**src/ccs_pkg.sv**
```systemverilog
package ccs_pkg;
  // ****************************************
  // Register map (word-aligned byte addresses)
  // ****************************************
  localparam logic [3:0]  CCS_ADDR_CORE_CONTROL = 4'h0;
  localparam logic [3:0]  CCS_ADDR_CTX_STATUS   = 4'h4;
  localparam logic [3:0]  CCS_ADDR_PRIORITY     = 4'h8;
  localparam logic [3:0]  CCS_ADDR_CTX_SWITCH   = 4'hc;

  // ****************************************
  // Field positions
  // ****************************************
  localparam int CCS_BIT_MULT_MODE   = 0;
  localparam int CCS_BIT_ROUNDING    = 1;
  localparam int CCS_BIT_STACK_FRAME = 2;
  localparam int CCS_BIT_PRIO_EXT    = 3;
  localparam int CCS_CUR_CTX_LSB     = 8;
  localparam int CCS_MAN_CTX_LSB     = 0;
  localparam int CCS_BIT_SWITCH_MAN  = 3;

  // ****************************************
  // Reset values and limits
  // ****************************************
  localparam logic [15:0] CCS_CORE_CONTROL_RST = 16'h0000;
  localparam logic [2:0]  CCS_CTX_DEFAULT      = 3'h0;
  localparam logic [2:0]  CCS_CTX_MAX          = 3'h4;
  localparam logic [7:0]  CCS_BASE_PAGE        = 8'h01;
  localparam logic [31:0] CCS_UNMAPPED_DATA    = 32'h0000_0000;

  typedef enum logic {CCS_ROUND_CONVERGENT, CCS_ROUND_BIASED} ccs_round_t;
  typedef enum logic {CCS_MULT_FRACTIONAL, CCS_MULT_INTEGER} ccs_mult_t;

  typedef struct packed {
    logic       stack_frame_active;
    ccs_round_t rounding_select;
    ccs_mult_t  mult_mode;
    logic [3:0] cpu_priority_level;
  } ccs_core_cfg_t;

  typedef struct packed {
    logic [2:0] current_context_id;
    logic [2:0] manual_context_id;
  } ccs_ctx_t;
endpackage

```
**src/ccs_core_control.sv**
```systemverilog
// How it works
// - Stack frame active: frame and stack pointers full range
// - Stack frame clear: pointers use base data space
// - Rounding bit one biased, zero convergent rounding
// - Multiplier bit one integer, zero fractional mode
// - Priority level is extension bit over status bits
// - Bits ten to eight report current register set
// - Bits two to zero report last manual set
// - Unimplemented context status bits always read zero
// - Context fields read-only, zero after reset
`timescale 1ns/1ps
`default_nettype none
module ccs_core_control
  import ccs_pkg::*;
(
  // Clock and reset
  input  wire logic        i_sys_clk,
  input  wire logic        i_rst,
  // Avalon-MM slave
  input  wire logic [3:0]  i_avs_address,
  input  wire logic        i_avs_read,
  input  wire logic        i_avs_write,
  input  wire logic [31:0] i_avs_writedata,
  input  wire logic [3:0]  i_avs_byteenable,
  output logic      [31:0] o_avs_readdata,
  output logic             o_avs_waitrequest,
  // CPU side
  input  wire logic [2:0]  i_cpu_priority_bits,
  input  wire logic        i_ctx_switch,
  input  wire logic [2:0]  i_ctx_switch_id,
  input  wire logic        i_ctx_switch_manual,
  input  wire logic [7:0]  i_data_read_page,
  input  wire logic [15:0] i_frame_pointer_reg,
  input  wire logic [15:0] i_stack_pointer_reg,
  output ccs_core_cfg_t    o_core_cfg,
  output ccs_ctx_t         o_ctx,
  output logic [23:0]      o_frame_pointer_ea,
  output logic [23:0]      o_stack_pointer_ea
);

  // ****************************************
  // Bus handshake
  // ****************************************
  // Every access is answered one cycle after it is presented, so the read
  // data are already registered when waitrequest drops.
  logic        ack_q;
  logic        stack_frame_q;
  logic        rounding_q;
  logic        mult_mode_q;
  logic        prio_ext_q;
  logic [2:0]  cur_ctx_q;
  logic [2:0]  man_ctx_q;
  logic [31:0] rdata_q;
  logic [15:0] core_word;
  logic [15:0] ctx_word;
  logic        req;
  logic        wr_take;
  logic        sw_valid;

  assign req               = i_avs_read | i_avs_write;
  assign o_avs_waitrequest = req & ~ack_q;
  assign wr_take           = i_avs_write & ack_q;

  always_ff @(posedge i_sys_clk or posedge i_rst) begin
    if (i_rst) begin
      ack_q <= 1'b0;
    end else begin
      ack_q <= req & ~ack_q;
    end
  end

  // ****************************************
  // Core control bits
  // ****************************************
  always_ff @(posedge i_sys_clk or posedge i_rst) begin
    if (i_rst) begin
      stack_frame_q <= CCS_CORE_CONTROL_RST[CCS_BIT_STACK_FRAME];
      rounding_q    <= CCS_CORE_CONTROL_RST[CCS_BIT_ROUNDING];
      mult_mode_q   <= CCS_CORE_CONTROL_RST[CCS_BIT_MULT_MODE];
      prio_ext_q    <= CCS_CORE_CONTROL_RST[CCS_BIT_PRIO_EXT];
    end else if (wr_take && i_avs_address == CCS_ADDR_CORE_CONTROL && i_avs_byteenable[0]) begin
      stack_frame_q <= i_avs_writedata[CCS_BIT_STACK_FRAME];
      rounding_q    <= i_avs_writedata[CCS_BIT_ROUNDING];
      mult_mode_q   <= i_avs_writedata[CCS_BIT_MULT_MODE];
      prio_ext_q    <= i_avs_writedata[CCS_BIT_PRIO_EXT];
    end
  end

  assign o_core_cfg.stack_frame_active = stack_frame_q;
  assign o_core_cfg.rounding_select    = rounding_q ? CCS_ROUND_BIASED : CCS_ROUND_CONVERGENT;
  assign o_core_cfg.mult_mode          = mult_mode_q ? CCS_MULT_INTEGER : CCS_MULT_FRACTIONAL;
  assign o_core_cfg.cpu_priority_level = {prio_ext_q, i_cpu_priority_bits};

  // ****************************************
  // Pointer addressing
  // ****************************************
  // The effective address carries an 8-bit page above the 16-bit offset.
  // The page is zero in both modes and the read page is ignored; with the
  // frame active the whole 16-bit offset range is reachable.
  always_comb begin
    if (stack_frame_q) begin
      o_frame_pointer_ea = {8'h00, i_frame_pointer_reg};
      o_stack_pointer_ea = {8'h00, i_stack_pointer_reg};
    end else begin
      o_frame_pointer_ea = {8'h00, 1'b0, i_frame_pointer_reg[14:0]};
      o_stack_pointer_ea = {8'h00, 1'b0, i_stack_pointer_reg[14:0]};
    end
  end

  // ****************************************
  // Context tracking
  // ****************************************
  // Switches to reserved identifiers are dropped; software cannot write here.
  assign sw_valid = i_ctx_switch && (i_ctx_switch_id <= CCS_CTX_MAX);

  always_ff @(posedge i_sys_clk or posedge i_rst) begin
    if (i_rst) begin
      cur_ctx_q <= CCS_CTX_DEFAULT;
    end else if (sw_valid) begin
      cur_ctx_q <= i_ctx_switch_id;
    end
  end

  always_ff @(posedge i_sys_clk or posedge i_rst) begin
    if (i_rst) begin
      man_ctx_q <= CCS_CTX_DEFAULT;
    end else if (sw_valid && i_ctx_switch_manual) begin
      man_ctx_q <= i_ctx_switch_id;
    end
  end

  assign o_ctx.current_context_id = cur_ctx_q;
  assign o_ctx.manual_context_id  = man_ctx_q;

  // ****************************************
  // Read data
  // ****************************************
  always_comb begin
    core_word                      = 16'h0000;
    core_word[CCS_BIT_STACK_FRAME] = stack_frame_q;
    core_word[CCS_BIT_ROUNDING]    = rounding_q;
    core_word[CCS_BIT_MULT_MODE]   = mult_mode_q;
    core_word[CCS_BIT_PRIO_EXT]    = prio_ext_q;
    ctx_word                       = 16'h0000;
    ctx_word[CCS_CUR_CTX_LSB +: 3] = cur_ctx_q;
    ctx_word[CCS_MAN_CTX_LSB +: 3] = man_ctx_q;
  end

  always_ff @(posedge i_sys_clk or posedge i_rst) begin
    if (i_rst) begin
      rdata_q <= 32'h0000_0000;
    end else if (i_avs_read && !ack_q) begin
      if (i_avs_address == CCS_ADDR_CORE_CONTROL) begin
        rdata_q <= {16'h0000, core_word};
      end else if (i_avs_address == CCS_ADDR_CTX_STATUS) begin
        rdata_q <= {16'h0000, ctx_word};
      end else if (i_avs_address == CCS_ADDR_PRIORITY) begin
        rdata_q <= {28'h0000000, prio_ext_q, i_cpu_priority_bits};
      end else begin
        rdata_q <= CCS_UNMAPPED_DATA;
      end
    end
  end

  assign o_avs_readdata = rdata_q;

  // ****************************************
  // Core control checks
  // ****************************************
  // A write counts only when it lands on the control word with lane 0
  // enabled; every other cycle must leave the mode bits alone.
  logic core_wr;
  assign core_wr = wr_take && i_avs_address == CCS_ADDR_CORE_CONTROL && i_avs_byteenable[0];
endmodule
`default_nettype wire

```
**config.mk**
```make
export PLATFORM = sky130hd
export DESIGN_NAME = ccs_core_control
export DESIGN_NICKNAME = d
export VERILOG_FILES = /design/src/ccs_pkg.sv /design/src/ccs_core_control.sv
export SDC_FILE = /design/constraint.sdc
export NUM_CORES = 1
export LEC_CHECK = 0
export BUFFER_PORTS_ARGS = -buffer_cell sky130_fd_sc_hd__buf_2
export CAP_MARGIN = 20
export CORE_AREA = 2 2 72 74
export DETAILED_ROUTE_END_ITERATION = 12
export DIE_AREA = 0 0 74 76
export PLACE_DENSITY = 0.86
export SLEW_MARGIN = 0
export SYNTH_ARGS = -nofsm -noshare
export SYNTH_HDL_FRONTEND = slang
export SYNTH_SLANG_ARGS = --single-unit
```
**constraint.sdc**
```tcl
create_clock -name i_sys_clk -period 3.4 [get_ports i_sys_clk]
set_input_delay 0.17 -clock i_sys_clk [delete_from_list [all_inputs] [get_ports i_sys_clk]]
set_output_delay 0.17 -clock i_sys_clk [all_outputs]
set_load 0.01 [all_outputs]
```
# Word-level counts from Yosys, hierarchy flattened
# Index checks and enable logic that the tools add are counted.
[word_totals]
reg_bits = 43
inputBits = 92
out_inout_bits = 94
word_cells = 29
[op_classes]
n_lt_le_gt_ge = 1
eq_ne = 2
mux = 7
bitwise = 4
n_reduce_logical = 7
[ops]
columns = ["cell", "count"]
rows = [
  ["16-bit 2-to-1 mux", 2],
  ["11-bit 2-to-1 mux", 2],
  ["1-bit logical AND", 5],
  ["4-bit by 3-bit == test with 1-bit output, second input constant", 1],
  ["4-bit == test, second input constant", 1],
  ["4-bit zero test", 1],
  ["4-bit 2-to-1 mux", 1],
  ["3-bit less-or-equal comparator, second input constant", 1],
  ["1-bit AND", 2],
  ["1-bit 2-to-1 mux", 2],
  ["1-bit zero test", 1],
  ["1-bit NOT", 1],
  ["1-bit bitwise OR", 1],
]

# Logic depth before layout (Yosys ltp)
[depth]
word_depth = 4
depth_mapped = 4
mapped_depth_nobuf = 3

# Worst setup path before layout
# Ideal clock, no wire load.
[synth_timing]
path_kind = "register to register"
startpoint = "register ack_q"
endpoint = "register mult_mode_q"
setup_time_ns = 0.125
arrival_ns = 0.990
t_required_ns = 3.275
setup_slack_ns = 2.285
path_stages_with_launch = 3
n_path_buf = 0
synth_period_minus_slack_ns = 1.115
cell_sequence = "dfrtp_1 -> and4bb_4 -> mux2_2"
[synth_via]
elab_chain_cells = 3
[synth_lines]
columns = ["item", "line", "text"]
rows = [
  ["start: declaration", "ccs_core_control.sv:46", "logic ack_q;"],
  ["start signal: assignment", "ccs_core_control.sv:68", "ack_q <= req & ~ack_q;"],
  ["1-bit AND", "ccs_core_control.sv:62", "assign wr_take = i_avs_write & ack_q;"],
  ["1-bit logical AND (2 in a row)", "n/a", ""],
  ["end signal: assignment", "ccs_core_control.sv:79", "mult_mode_q <= CCS_CORE_CONTROL_RST[CCS_BIT_MULT_MODE];"],
  ["end signal: assignment", "ccs_core_control.sv:84", "mult_mode_q <= i_avs_writedata[CCS_BIT_MULT_MODE];"],
  ["end: declaration", "ccs_core_control.sv:49", "logic mult_mode_q;"],
]
# Every way passes these cells.
# A chain may end at the register's enable or synchronous reset.

# Worst setup path after layout
[layout_timing]
startpoint = "register ack_q"
endpoint = "register rdata_q[10] (netlist: o_avs_readdata[10])"
[layout_via]
elab_chain_cells = 2
[layout_lines]
columns = ["item", "line", "text"]
rows = [
  ["1-bit zero test", "ccs_core_control.sv:152", "end else if (i_avs_read && !ack_q) begin"],
  ["1-bit logical AND", "ccs_core_control.sv:152", ""],
  ["end signal: assignment", "ccs_core_control.sv:154", "rdata_q <= {16'h0000, core_word};"],
  ["end signal: assignment", "ccs_core_control.sv:156", "rdata_q <= {16'h0000, ctx_word};"],
  ["end signal: assignment", "ccs_core_control.sv:158", "rdata_q <= {28'h0000000, prio_ext_q, i_cpu_priority_bits};"],
  ["end: declaration", "ccs_core_control.sv:53", "logic [31:0] rdata_q;"],
]
# Every way passes these cells.

==> impl_results.md <==
* Status: complete, no violations
* Port Buffer Count at 45
* Dpl cells at 230
* Hpwl dp at 2100 um
* DR vias at 869
* Worst Max-Slew Pin Slew at 0.673 ns
* Post-DRT Antenna Nets at 0
* Residual DRC at 0
* P per Cell Area at 412 nW/um^2
* Worst Path Required at 3.59 ns
* Clock transition at path regs at 0.07 ns
* TritonCTS Sinks at 18
* 1st-iter DRT viols at 44
* CTS Buffer Depth at 2
* Wire per inst at 10.6 um
* Share of the synthesized area in the top cell type at 0.417
* Postcts setup bufs at 0
* Total Wirelength at 2470 um
* Io pins at 186
* Synthesized flop and latch total at 18
* Crit-path max cell delay at 0.43 ns
* Max frequency at 0.830 GHz
* Area contributors post-synth: buf_4 (42%), dfrtp_1 (32%), mux2_2 (3.2%)
* Hold_buf cts at 0
* Library cells used by synthesis at 21
* Final #Nets at 257
* Post-Layout Cell Count at 234
* RSZ-0062 raised after global routing: no
* Cell row count at 26
* Die area at 5620 sq um
* Initial core utilization at 0.286
* CP Class: flip-flop to flip-flop
* Post-DR vias/cell at 3.71
* GPL Wtd Cong at 0.785
* Number of setup violations in the final report at 0
* Hold WC Path Type: input port to async pin
* H-Tree Depth at 1
* Fin crit share at 0.355
* Syn Inst Count at 154
* Slowest-stage cell, CP: dfrtp_1
* Die Wd at 74 um
* Cell family with most CP delay: simple AND/OR/NAND/NOR gates
* Maximum vdd ir drop at 0.125 mV
* Worst hold margin at 0.0134 ns
* DRT Pass-1 Iters at 4
* Post-CTS Resized at 0
* Placement Cell Area at 1280 sq um
* Worst Skew at 0.00475 ns
* Antenna Cells at 0
* Setup TNS at 0 ns
* Cell taking the most area after synthesis: buf_4
* Core Footprint at 4910 sq um
* Final instance area at 1330 sq um
* Max-slew headroom at the worst pin at 0.551
* Max FO, Critical Path at 5
* Largest net degree at the start of global routing at 19
* Syn_area_per_cell at 9.12 sq um
* Grt ovf at 0
* Tmin final at 1.21 ns
* Register area share after synthesis at 0.321
* Total CTS buffers at 3
* Worst Path Arrival at 1.39 ns
* Commonest non-fill, non-tap cell in the layout: buf_2
* Critical path startpoint category: flip-flop
* Vias in the first global route at 763
* Cell area after synthesis at 1400 sq um
* Total Routing Usage GR at 0.0807
* Post-layout util at 0.271
* Cell Chain, Critical Path: nor4b_4 > and3b_1 > a22o_1
* Area added between synthesis and finish at -5.17%
* P_leak at 0.000748 uW
* Yosys warning total at 0
* Max cap viols at 0
* TritonCTS clock tree: yes
* Root Driver: clkbuf_8
* Max Slew Vio Count at 0
* First-pass GRT wire length at 3570 um
* CP Buf/Inv Count at 0
* Initial antenna violation count at 0
* Most frequent cells in the layout: buf_2 (45), conb_1 (41), dfrtp_1 (18)
* Clk_lat worst skew at 0.25 ns
* Crit end category: flip-flop
* Die Span Y at 76 um
* Ratio of cells with drive above 1 in the final layout at 0.341
* Hold Fails Final Rpt at 0
[worst reg2reg max path: cells and delay by family (launching register included)]
| kind | cells | cell delay (ns) |
|---|---|---|
| compound gates | 1 | 0.13 |
| flops | 1 | 0.43 |
| simple gates | 2 | 0.58 |
[power by group]
group	switching, uW	internal, uW	leakage, uW
Clock	66.1	103	0.0000288
Combinational	75.4	48.2	0.000486
Sequential	19.4	237	0.000234
Total	161	387	0.000748
[metal layers]
| metal | routed length, um | part of all wire | GRT usage | vias up |
|---|---|---|---|---|
| li1 | - | - | - | 407 |
| met1 | 826 | 0.33 | 0.0790 | 393 |
| met2 | 1140 | 0.46 | 0.128 | 53 |
| met3 | 435 | 0.18 | 0.0516 | 16 |
| met4 | 68 | 0.028 | 0.0436 | 0 |
| met5 | 0 | 0 | 0 | - |
[stage by stage]
step	setup WS (ns)	power [uW]
2_1_floorplan	2.29	411
3_3_place_gp	2.17	381
3_5_place_dp	2.16	384
5_1_grt	2.10	580
6_report	2.19	548
4_1_cts	2.18	554
[registers in the layout, indices dropped and copies added, names as in the netlist]
register / flops
cur_ctx_q: 3
mult_mode_q: 1
ack_q: 1
rounding_q: 1
o_avs_readdata: 7
stack_frame_q: 1
prio_ext_q: 1
man_ctx_q: 3
[cells by family after synthesis]
| logic type | share of synthesized area |
|---|---|
| AOI/OAI and AO/OA | 0.0927 |
| and+or+nand+nor | 0.120 |
| muxes | 0.0321 |
| DFF | 0.321 |
| other | 0.00267 |
| buffers and inverters | 0.431 |
[area by class of cell]
| type | count | area [sq um] |
|---|---|---|
| multi-input cells | 93 | 498 |
| fillers | 548 | 3580 |
| flip-flops and latches | 18 | 450 |
| repair buffers | 45 | 225 |
| clock buffers | 4 | 55.1 |
| well taps | 70 | 87.6 |
| inverters | 4 | 15.0 |
[cell usage after synthesis]
cell      number
buf_4         78
dfrtp_1       18
nor2_1        12
nand2_1        6
o21ai_0        6
a21oi_1        5
inv_1          4
mux2_2         4
a22o_1         3
a31oi_1        3
a32o_1         3
and2_1         2
and3b_1        2
and4bb_4       1
buf_2          1
conb_1         1
nand2b_1       1
nand4b_1       1
nor2b_1        1
nor3_2         1
nor4b_4        1
[path summary, 6_finish.rpt]
kind,from,endpoint,slack (ns),cells after the start
min reg2reg,o_avs_readdata[3],o_avs_readdata[3],0.47,2
max reg2reg,ack_q,o_avs_readdata[10],2.19,3
max,ack_q,o_avs_readdata[10],2.19,3
min,i_rst,prio_ext_q,0.01,2
max in group asynchronous,i_rst,o_avs_readdata[10],2.95,2
min in group i_sys_clk,i_ctx_switch_manual,man_ctx_q[0],0.15,2
No activity file was read; power rests on OpenSTA's default activity.
